$ cat config.mk
export PLATFORM = sky130hd
export DESIGN_NAME = uotg_bdt_vbus_ctrl
export DESIGN_NICKNAME = d
export VERILOG_FILES = /design/src/rtl/uotg_pkg.sv /design/src/rtl/uotg_bdt_vbus_ctrl.sv /design/src/rtl/uotg_boost_pwm.sv /design/src/rtl/uotg_desc_index.sv
export SDC_FILE = /design/constraint.sdc
export NUM_CORES = 1
export LEC_CHECK = 0
export ABC_CLOCK_PERIOD_IN_PS = 19040
export BUFFER_PORTS_ARGS = -buffer_cell sky130_fd_sc_hd__buf_2
export CORE_MARGIN = 1.5
export CORE_UTILIZATION = 65
export CTS_BUF_LIST = sky130_fd_sc_hd__clkbuf_8
export DETAILED_ROUTE_END_ITERATION = 8
export PLACE_DENSITY = 0.9
export SETUP_SLACK_MARGIN = 0.3
export SYNTH_ARGS = -nofsm -noshare
export SYNTH_HDL_FRONTEND = slang
export SYNTH_HIERARCHICAL = 1
export SYNTH_SLANG_ARGS = --single-unit
$ cat constraint.sdc
create_clock -name clk -period 19.04 [get_ports clk]
set_clock_uncertainty 0.2 [all_clocks]
set_input_delay 0.952 -clock clk [delete_from_list [all_inputs] [get_ports clk]]
set_output_delay 0.952 -clock clk [all_outputs]
set_load 0.02 [all_outputs]
$ cat src/rtl/uotg_pkg.sv
// Package: register offsets, field positions, reset values and types of the USB dual-role config block
package uotg_pkg;
	// Register offsets on the plain register port (word index)
	localparam logic [3:0] MAIN_CONTROL_REG_OFS = 4'h0;
	localparam logic [3:0] OTG_CONTROL_REG_OFS = 4'h1;
	localparam logic [3:0] POWER_CONTROL_REG_OFS = 4'h2;
	localparam logic [3:0] BOOST_PERIOD_DUTY_REG_OFS = 4'h3;
	localparam logic [3:0] BOOST_PWM_CONTROL_REG_OFS = 4'h4;
	localparam logic [3:0] DESCRIPTOR_TABLE_POINTER_OFS = 4'h5;
	localparam logic [3:0] CONFIG_REG_OFS = 4'h6;
	localparam logic [3:0] ENDPOINT0_CONTROL_REG_OFS = 4'h7;
	localparam logic [3:0] TRANSFER_STATUS_REG_OFS = 4'h8;
	localparam logic [3:0] TOKEN_REG_OFS = 4'h9;
	localparam logic [3:0] LINE_STATUS_OFS = 4'hA;
	// Main control fields
	localparam int MODULE_ENABLE_BIT = 0;
	localparam int HOST_ENABLE_BIT = 3;
	// OTG control fields
	localparam int VBUS_DISCHARGE_BIT = 0;
	localparam int VBUS_TARGET_SELECT_BIT = 1;
	localparam int OTG_OVERRIDE_ENABLE_BIT = 2;
	localparam int VBUS_GEN_ENABLE_BIT = 3;
	localparam int DMINUS_PULLDOWN_CTRL_BIT = 4;
	localparam int DPLUS_PULLDOWN_CTRL_BIT = 5;
	localparam int DPLUS_PULLUP_CTRL_BIT = 7;
	// Power control field
	localparam int MODULE_POWER_BIT = 0;
	// Boost PWM fields
	localparam int PERIOD_LSB = 0;
	localparam int DUTY_LSB = 8;
	localparam int BOOST_COUNTER_ENABLE_BIT = 8;
	localparam int BOOST_PWM_POLARITY_BIT = 9;
	localparam int BOOST_PWM_ENABLE_BIT = 15;
	// Config field
	localparam int PINGPONG_LSB = 0;
	// Token register fields
	localparam int TOKEN_EP_LSB = 0;
	localparam int TOKEN_PID_LSB = 4;
	// Transfer status fields
	localparam int STATUS_DIR_BIT = 3;
	localparam int REPORTED_ENDPOINT_FIELD_LSB = 4;
	// Descriptor layout
	localparam int DESC_COUNT = 64;
	localparam int DESC_BYTES = 4;
	localparam logic [15:0] TABLE_ALIGN_BYTES = 16'h0200;
	localparam int BYTE_COUNT_W = 10;
	localparam int OWNERSHIP_FLAG_BIT = 15;
	// Reset values
	localparam logic [15:0] REG_RESET = 16'h0000;
	// Token PID codes (low nibble of the packet identifier)
	localparam logic [3:0] PID_OUT = 4'h1;
	localparam logic [3:0] PID_IN = 4'h9;
	localparam logic [3:0] PID_SETUP = 4'hD;
	// Ping-pong buffering modes
	typedef enum logic [1:0]
	{
		PP_NONE = 2'h0,
		PP_EP0_OUT = 2'h1,
		PP_ALL = 2'h2,
		PP_ALL_BUT_EP0 = 2'h3
	} uotg_pingpong_t;
endpackage

$ cat src/rtl/uotg_bdt_vbus_ctrl.sv
// Top: registers, pull resistor control, boost sequencing and descriptor selection
`timescale 1ns/100ps
`default_nettype none
module uotg_bdt_vbus_ctrl
(
	input wire logic clk,
	input wire logic resetn,
	// Register port
	input wire logic [3:0] regAddr,
	input wire logic [15:0] regWdata,
	input wire logic regWrite,
	input wire logic regRead,
	output logic [15:0] regRdata,
	// Comparators on the generated bus voltage
	input wire logic vbusOverVoltage,
	input wire logic vbusOverCurrent,
	input wire logic vbusValid,
	// Transaction engine side
	input wire logic txnStart,
	input wire logic [3:0] txnPid,
	input wire logic [3:0] txnEndpoint,
	input wire logic txnOdd,
	input wire logic [15:0] descStatusIn,
	input wire logic txnDone,
	input wire logic [9:0] txnActualCount,
	// Pin control
	output logic dplusPullupOn,
	output logic dplusPulldownOn,
	output logic dminusPulldownOn,
	output logic boostPwmOut,
	output logic vbusGenOn,
	output logic vbusTargetHigh,
	// Descriptor access
	output logic [15:0] descStatusAddr,
	output logic [15:0] descBufAddrAddr,
	output logic txnIsTx,
	output logic txnOwned,
	output logic [3:0] txnRemoteEndpoint,
	output logic [15:0] descStatusOut,
	output logic descStatusWrite
);
	// Reset synchroniser
	logic rstMeta_q;
	logic rstN_q;
	// Software registers
	logic [15:0] mainControl_q;
	logic [15:0] otgControl_q;
	logic [15:0] powerControl_q;
	logic [15:0] periodDuty_q;
	logic [15:0] pwmControl_q;
	logic [7:0] tablePointer_q;
	logic [1:0] config_q;
	logic [15:0] ep0Control_q;
	logic [15:0] token_q;
	logic [15:0] transferStatus_q;
	// Captured status word of the active descriptor
	logic [15:0] heldStatus_q;
	// Combinational helpers
	logic hostMode;
	logic overrideOn;
	logic isTxNow;
	logic [3:0] mapEndpoint;
	logic [15:0] statusAddrNow;
	logic [15:0] bufAddrNow;
	logic pwmNow;
	logic pwmRunning;
	logic [15:0] readMux;

	// Reset release through two flops; assert is asynchronous
	// Synchronous release lets every flop leave reset on the same edge
	always_ff @(posedge clk or negedge resetn)
	begin
		if (!resetn)
		begin
			rstMeta_q <= 1'b0;
			rstN_q <= 1'b0;
		end
		else
		begin
			rstMeta_q <= 1'b1;
			rstN_q <= rstMeta_q;
		end
	end

	// Role and override decode shared by pulls and descriptor logic
	// Host role comes straight from the control bit; no negotiation here
	assign hostMode = mainControl_q[uotg_pkg::HOST_ENABLE_BIT];
	assign overrideOn = otgControl_q[uotg_pkg::OTG_OVERRIDE_ENABLE_BIT];

	// Control register writes
	always_ff @(posedge clk or negedge rstN_q)
	begin
		if (!rstN_q)
		begin
			mainControl_q <= uotg_pkg::REG_RESET;
			otgControl_q <= uotg_pkg::REG_RESET;
			powerControl_q <= uotg_pkg::REG_RESET;
			periodDuty_q <= uotg_pkg::REG_RESET;
			pwmControl_q <= uotg_pkg::REG_RESET;
			tablePointer_q <= 8'h00;
			config_q <= 2'h0;
			ep0Control_q <= uotg_pkg::REG_RESET;
			token_q <= uotg_pkg::REG_RESET;
		end
		else if (regWrite)
		begin
			unique case (regAddr)
				uotg_pkg::MAIN_CONTROL_REG_OFS:
					mainControl_q <= regWdata;
				uotg_pkg::OTG_CONTROL_REG_OFS:
					otgControl_q <= regWdata;
				uotg_pkg::POWER_CONTROL_REG_OFS:
					powerControl_q <= regWdata;
				uotg_pkg::BOOST_PERIOD_DUTY_REG_OFS:
					periodDuty_q <= regWdata;
				uotg_pkg::BOOST_PWM_CONTROL_REG_OFS:
					pwmControl_q <= regWdata;
				uotg_pkg::DESCRIPTOR_TABLE_POINTER_OFS:
					tablePointer_q <= regWdata[7:0];
				uotg_pkg::CONFIG_REG_OFS:
					config_q <= regWdata[1:0];
				uotg_pkg::ENDPOINT0_CONTROL_REG_OFS:
					ep0Control_q <= regWdata;
				uotg_pkg::TOKEN_REG_OFS:
					token_q <= regWdata;
				default:
					; // Read-only or unmapped: ignored
			endcase
		end
	end

	// Pull resistors; override bits take over when OTG control is on
	always_ff @(posedge clk or negedge rstN_q)
	begin
		if (!rstN_q)
		begin
			dplusPullupOn <= 1'b0;
			dplusPulldownOn <= 1'b0;
			dminusPulldownOn <= 1'b0;
		end
		else if (overrideOn)
		begin
			dplusPullupOn <= otgControl_q[uotg_pkg::DPLUS_PULLUP_CTRL_BIT];
			dplusPulldownOn <= otgControl_q[uotg_pkg::DPLUS_PULLDOWN_CTRL_BIT];
			dminusPulldownOn <= otgControl_q[uotg_pkg::DMINUS_PULLDOWN_CTRL_BIT];
		end
		else
		begin
			// Host pull-downs and device pull-up never fight: host wins
			dplusPullupOn <= mainControl_q[uotg_pkg::MODULE_ENABLE_BIT] && !hostMode;
			dplusPulldownOn <= hostMode;
			dminusPulldownOn <= hostMode;
		end
	end

	// Boost generator instance
	// Comparator faults act inside the generator so the idle level is kept
	uotg_boost_pwm uBoost
	(
		.clk(clk),
		.rstN(rstN_q),
		.period(periodDuty_q[uotg_pkg::PERIOD_LSB +: 8]),
		.duty(periodDuty_q[uotg_pkg::DUTY_LSB +: 8]),
		.counterEnable(pwmControl_q[uotg_pkg::BOOST_COUNTER_ENABLE_BIT]),
		.pwmEnable(pwmControl_q[uotg_pkg::BOOST_PWM_ENABLE_BIT]),
		.polarity(pwmControl_q[uotg_pkg::BOOST_PWM_POLARITY_BIT]),
		.genEnable(otgControl_q[uotg_pkg::VBUS_GEN_ENABLE_BIT]),
		.overVoltage(vbusOverVoltage),
		.overCurrent(vbusOverCurrent),
		.pwmOut(pwmNow),
		.running(pwmRunning)
	);

	// VBUS generation outputs; vbusGenOn is blocked while discharging or unpowered as a safety net, the boost PWM is not
	always_ff @(posedge clk or negedge rstN_q)
	begin
		if (!rstN_q)
		begin
			boostPwmOut <= 1'b0;
			vbusGenOn <= 1'b0;
			vbusTargetHigh <= 1'b0;
		end
		else
		begin
			boostPwmOut <= pwmNow;
			vbusGenOn <= otgControl_q[uotg_pkg::VBUS_GEN_ENABLE_BIT]
				&& powerControl_q[uotg_pkg::MODULE_POWER_BIT]
				&& !otgControl_q[uotg_pkg::VBUS_DISCHARGE_BIT];
			vbusTargetHigh <= otgControl_q[uotg_pkg::VBUS_TARGET_SELECT_BIT];
		end
	end

	// Direction by role: device receives OUT/SETUP, host receives IN
	// Unknown PID codes fall back to receive in both roles
	always_comb
	begin
		if (hostMode)
			isTxNow = (txnPid == uotg_pkg::PID_OUT) || (txnPid == uotg_pkg::PID_SETUP);
		else
			isTxNow = (txnPid == uotg_pkg::PID_IN);
	end

	// Host mode always maps to endpoint 0 descriptors
	assign mapEndpoint = hostMode ? 4'h0 : txnEndpoint;

	// Descriptor address calculator
	uotg_desc_index uIndex
	(
		.endpoint(mapEndpoint),
		.isTx(isTxNow),
		.oddBuf(txnOdd),
		.pingPong(config_q),
		.tablePointer(tablePointer_q),
		.descIndex(),
		.statusAddr(statusAddrNow),
		.bufferAddrAddr(bufAddrNow)
	);

	// Latch the descriptor selection at transaction start
	// The status word is valid only beside the start pulse, so it is held here
	always_ff @(posedge clk or negedge rstN_q)
	begin
		if (!rstN_q)
		begin
			descStatusAddr <= 16'h0000;
			descBufAddrAddr <= 16'h0000;
			txnIsTx <= 1'b0;
			txnOwned <= 1'b0;
			txnRemoteEndpoint <= 4'h0;
			heldStatus_q <= 16'h0000;
		end
		else if (txnStart)
		begin
			descStatusAddr <= statusAddrNow;
			descBufAddrAddr <= bufAddrNow;
			txnIsTx <= isTxNow;
			// Skipped unless the module owns it
			txnOwned <= descStatusIn[uotg_pkg::OWNERSHIP_FLAG_BIT];
			// Host addresses the endpoint held in the token register
			txnRemoteEndpoint <= hostMode ? token_q[uotg_pkg::TOKEN_EP_LSB +: 4] : txnEndpoint;
			heldStatus_q <= descStatusIn;
		end
	end

	// Completion write-back: actual count, PID, ownership handed back
	// Output word is refreshed every cycle; only the strobe qualifies it
	always_ff @(posedge clk or negedge rstN_q)
	begin
		if (!rstN_q)
		begin
			descStatusOut <= 16'h0000;
			descStatusWrite <= 1'b0;
		end
		else
		begin
			descStatusWrite <= txnDone && txnOwned;
			descStatusOut <= {1'b0, heldStatus_q[14], txnPid, txnActualCount};
		end
	end

	// Transfer status capture on completion
	// Unowned descriptors leave the last status in place
	always_ff @(posedge clk or negedge rstN_q)
	begin
		if (!rstN_q)
			transferStatus_q <= uotg_pkg::REG_RESET;
		else if (txnDone && txnOwned)
		begin
			transferStatus_q <= 16'h0000;
			transferStatus_q[uotg_pkg::REPORTED_ENDPOINT_FIELD_LSB +: 4] <= txnRemoteEndpoint;
			transferStatus_q[uotg_pkg::STATUS_DIR_BIT] <= txnIsTx;
		end
	end

	// Read multiplexer; unmapped reads zero
	// Line status bits are live levels, sampled with the strobe
	always_comb
	begin
		readMux = 16'h0000;
		unique case (regAddr)
			uotg_pkg::MAIN_CONTROL_REG_OFS:
				readMux = mainControl_q;
			uotg_pkg::OTG_CONTROL_REG_OFS:
				readMux = otgControl_q;
			uotg_pkg::POWER_CONTROL_REG_OFS:
				readMux = powerControl_q;
			uotg_pkg::BOOST_PERIOD_DUTY_REG_OFS:
				readMux = periodDuty_q;
			uotg_pkg::BOOST_PWM_CONTROL_REG_OFS:
				readMux = pwmControl_q;
			uotg_pkg::DESCRIPTOR_TABLE_POINTER_OFS:
				readMux = {8'h00, tablePointer_q};
			uotg_pkg::CONFIG_REG_OFS:
				readMux = {14'h0000, config_q};
			uotg_pkg::ENDPOINT0_CONTROL_REG_OFS:
				readMux = ep0Control_q;
			uotg_pkg::TRANSFER_STATUS_REG_OFS:
				readMux = transferStatus_q;
			uotg_pkg::TOKEN_REG_OFS:
				readMux = token_q;
			uotg_pkg::LINE_STATUS_OFS:
				readMux = {10'h000, vbusValid, pwmRunning, vbusGenOn, dminusPulldownOn,
					dplusPulldownOn, dplusPullupOn};
			default:
				readMux = 16'h0000;
		endcase
	end

	// Read data one cycle after the strobe, zero otherwise
	always_ff @(posedge clk or negedge rstN_q)
	begin
		if (!rstN_q)
			regRdata <= 16'h0000;
		else if (regRead)
			regRdata <= readMux;
		else
			regRdata <= 16'h0000;
	end
endmodule
`default_nettype wire

$ cat src/rtl/uotg_boost_pwm.sv
// Boost assist PWM generator with comparator qualified drive
`timescale 1ns/100ps
`default_nettype none
module uotg_boost_pwm
(
	input wire logic clk,
	input wire logic rstN,
	input wire logic [7:0] period,
	input wire logic [7:0] duty,
	input wire logic counterEnable,
	input wire logic pwmEnable,
	input wire logic polarity,
	input wire logic genEnable,
	input wire logic overVoltage,
	input wire logic overCurrent,
	output logic pwmOut,
	output logic running
);
	// Free-running period counter
	logic [7:0] count_q;
	// Raw compare result before gating
	logic highPhase;

	// Counter moves only while enabled, wraps at period
	always_ff @(posedge clk or negedge rstN)
	begin
		if (!rstN)
			count_q <= 8'h00;
		else if (!counterEnable)
			count_q <= 8'h00;
		else if (count_q >= period)
			count_q <= 8'h00;
		else
			count_q <= count_q + 8'h01;
	end

	// Active phase while below duty value
	assign highPhase = (count_q < duty);

	// Output gated by enables and comparators; idle level is the inactive polarity
	always_ff @(posedge clk or negedge rstN)
	begin
		if (!rstN)
			pwmOut <= 1'b0;
		else if (pwmEnable && counterEnable && genEnable && !overVoltage && !overCurrent)
			pwmOut <= highPhase ^ polarity;
		else
			pwmOut <= polarity;
	end

	// Running flag for status reads
	always_ff @(posedge clk or negedge rstN)
	begin
		if (!rstN)
			running <= 1'b0;
		else
			running <= pwmEnable && counterEnable;
	end
endmodule
`default_nettype wire

$ cat src/rtl/uotg_desc_index.sv
// Descriptor index and byte address calculation from endpoint, direction and ping-pong mode
`timescale 1ns/100ps
`default_nettype none
module uotg_desc_index
(
	input wire logic [3:0] endpoint,
	input wire logic isTx,
	input wire logic oddBuf,
	input wire logic [1:0] pingPong,
	input wire logic [7:0] tablePointer,
	output logic [5:0] descIndex,
	output logic [15:0] statusAddr,
	output logic [15:0] bufferAddrAddr
);
	// Index before truncation to table size
	logic [6:0] idx;
	// Table base on an aligned boundary
	logic [15:0] base;

	// Mapping per buffering mode
	always_comb
	begin
		idx = 7'h00;
		unique case (uotg_pkg::uotg_pingpong_t'(pingPong))
			uotg_pkg::PP_NONE:
				idx = {2'h0, endpoint, isTx};
			uotg_pkg::PP_EP0_OUT:
				if (endpoint == 4'h0 && !isTx)
					idx = {6'h00, oddBuf};
				else
					idx = {2'h0, endpoint, isTx} + 7'h01;
			uotg_pkg::PP_ALL:
				idx = {1'b0, endpoint, isTx, oddBuf};
			uotg_pkg::PP_ALL_BUT_EP0:
				if (endpoint == 4'h0)
					idx = {6'h00, isTx};
				else
					idx = {1'b0, endpoint, isTx, oddBuf} - 7'h02;
		endcase
	end

	assign descIndex = idx[5:0];
	// Pointer bits 7:1 set address bits 15:9; low nine bits forced zero for alignment
	assign base = {tablePointer[7:1], 9'h000};
	assign statusAddr = base + {8'h00, descIndex, 2'h0};
	assign bufferAddrAddr = statusAddr + 16'h0002;
endmodule
`default_nettype wire

==> metrics.txt <==
Longest Clk Path Bufs 3; Die Wd 129 um; Ports 141; DR iter-0 viols 648; area occupied by multi-input gates 4350 um^2; Placer Congestion 0.887; fillers 981; max_cap viols 0; Clock transition at path regs 60 ps; Setup Total Neg Slack 0 ps; R2R depth 9; # DRC 0; post-DP HPWL 15,700 um; vias per cell 6.26; chip height 129 um; Slew HR 22.6%; Vias 7,091; H-tree Lvls 2; hold endpoint rstN_q; total power 0.00131 W; Syn Inst Count 794; Final Hold Violating Endpoints 0; Critical Path End Type flop; fmax 0.293 GHz; final global-route overflow total 0; Worst R2R Setup Slack 15,630 ps; syn_area_per_cell 13.0 um^2; Antenna Nets Post-Route 0; min Tclk post-route 3410 ps; Tightest Hold Check Type reg2reg; r2r endpoint descBufAddrAddr[5]; TritonCTS clock tree built; Lkg Pwr 5.47 nW; DR pass1 iterations 5; WHS 149 ps; Hold Path Origin rstMeta_q; critical path's slowest cell nor3b_1; CP cell instances nor3b_1 -> a21oi_1 -> nor3b_1 -> inv_1 -> ha_1 -> nand2_1 -> mux2_2 -> o221ai_1 -> mux2_2; TritonCTS Buffers 36; Critical Path Start mainControl_q[3]; Final Setup Violations 0; full die area 16,700 um^2; final WL 24,500 um; CP max stage delay 940 ps; Syn Std Cell Area 10,300 um^2; first-pass GRT wire length 38,500 um; final layout net count 977; # resized after CTS 0; clock sinks 216; initial antenna violation count 0; Worst VDD drop 0.0000644 V; core area 15,400 um^2; clock root buffer master clkbuf_8; share of layout cells above drive strength 1 41.2%; Hold Buf Count CTS 1; Worst Setup Path Type reg2reg; RSZ-0062 raised after global routing no; vias in the first global route 7,068; period utilization 17.9%; Initial Util 67.2%; # Post-CTS Setup Buffers 0; wire per inst 21.6 um; Setup crit start kind flop; status finished, final reports clean; Worst-Margin Slew 1160 ps; cell area after layout 11,500 um^2; worst hold stages 0; placed cell area 10,800 um^2; Worst R2R Start mainControl_q[3]; # diodes 0; Reg area 5410 um^2; final slew viol count 0; CP Data Arrival Time 3610 ps; total of warnings raised by yosys 6; P&R area growth vs syn 11.1%; port bufs 125; pwr/cell area 114 nW/um^2; GR Util All Layers 30.4%; num rows 45; Critical Path RT 19,240 ps; largest net degree at the start of global routing 82; worst skew pair latency 540 ps; top fanout value on the critical path 14
[registers in the layout, summed over array words and instances, names as in the netlist, 15 cells and up]
name / cells
descBufAddrAddr: 16
descStatusAddr: 16
ep0Control_q: 16
mainControl_q: 16
otgControl_q: 16
periodDuty_q: 16
powerControl_q: 16
pwmControl_q: 16
regRdata: 16
token_q: 16
descStatusOut: 15
[layer usage]
metal  up-vias  wire (um)  GRT usage (%)
li1       3063          -              -
met1      3627       9740           39.9
met2       330      12000           49.9
met3        71       1870           5.74
met4         0        811           13.3
met5         -          0              0
[layout by cell type (no fill, tap or decap), types with 9 or more instances in the layout]
| master | count |
|---|---|
| buf_2 | 125 |
| nand3_1 | 11 |
| a22oi_1 | 10 |
| mux2_4 | 10 |
| nor2b_1 | 13 |
| dfrtp_1 | 215 |
| inv_1 | 41 |
| nor2_1 | 16 |
| a32oi_1 | 9 |
| a22o_1 | 16 |
| nor3_1 | 12 |
| mux2_2 | 162 |
| clkbuf_8 | 43 |
| o21ai_0 | 10 |
| a21oi_1 | 24 |
| nand2_1 | 29 |
| mux2i_1 | 16 |
| ha_1 | 18 |
[where the power goes]
group | switching, W | internal (W) | leakage (nW)
sequential | 0.0000722 | 0.000553 | 2.67
combinational | 0.000148 | 0.000133 | 2.38
clock | 0.000182 | 0.000218 | 0.422
total | 0.000402 | 0.000904 | 5.47
[worst max-delay path by stage]
stage,to,slack (ps),cells past startpoint
final,descBufAddrAddr[5],15630,9
after global routing,descStatusAddr[6],15330,8
after CTS,descStatusAddr[6],15670,8
after detailed placement,descStatusAddr[6],15300,9
after global placement,descStatusAddr[5],15390,10
after floorplan,boostPwmOut,12380,0
[layout make-up]
class                      instances  area share (%)
sequential                       216            47.1
multi-input combinational        488            37.9
timing repair buffer             129            5.73
clock buffer                      43            5.16
tap                              211            2.30
clock inverter                    22            1.04
inverter                          24           0.785
[worst max-delay path: cells and delay by family, from the launching register on]
| family | cells | cell delay, ps |
|---|---|---|
| AOI/OAI and AO/OA | 2 | 210 |
| muxes | 2 | 450 |
| DFF | 1 | 570 |
| adders and majority gates | 1 | 300 |
| buffers and inverters | 1 | 220 |
| and+or+nand+nor | 3 | 1320 |
[through the flow]
stage,instances,setup slack (ps),util (%)
2_1_floorplan,798,12380,-
3_3_place_gp,1067,15390,70.0
3_5_place_dp,1067,15300,70.0
4_1_cts,1133,15670,74.7
5_1_grt,1133,15330,74.7
6_report,1133,15630,74.7
(Power assumes the default switching activity.)
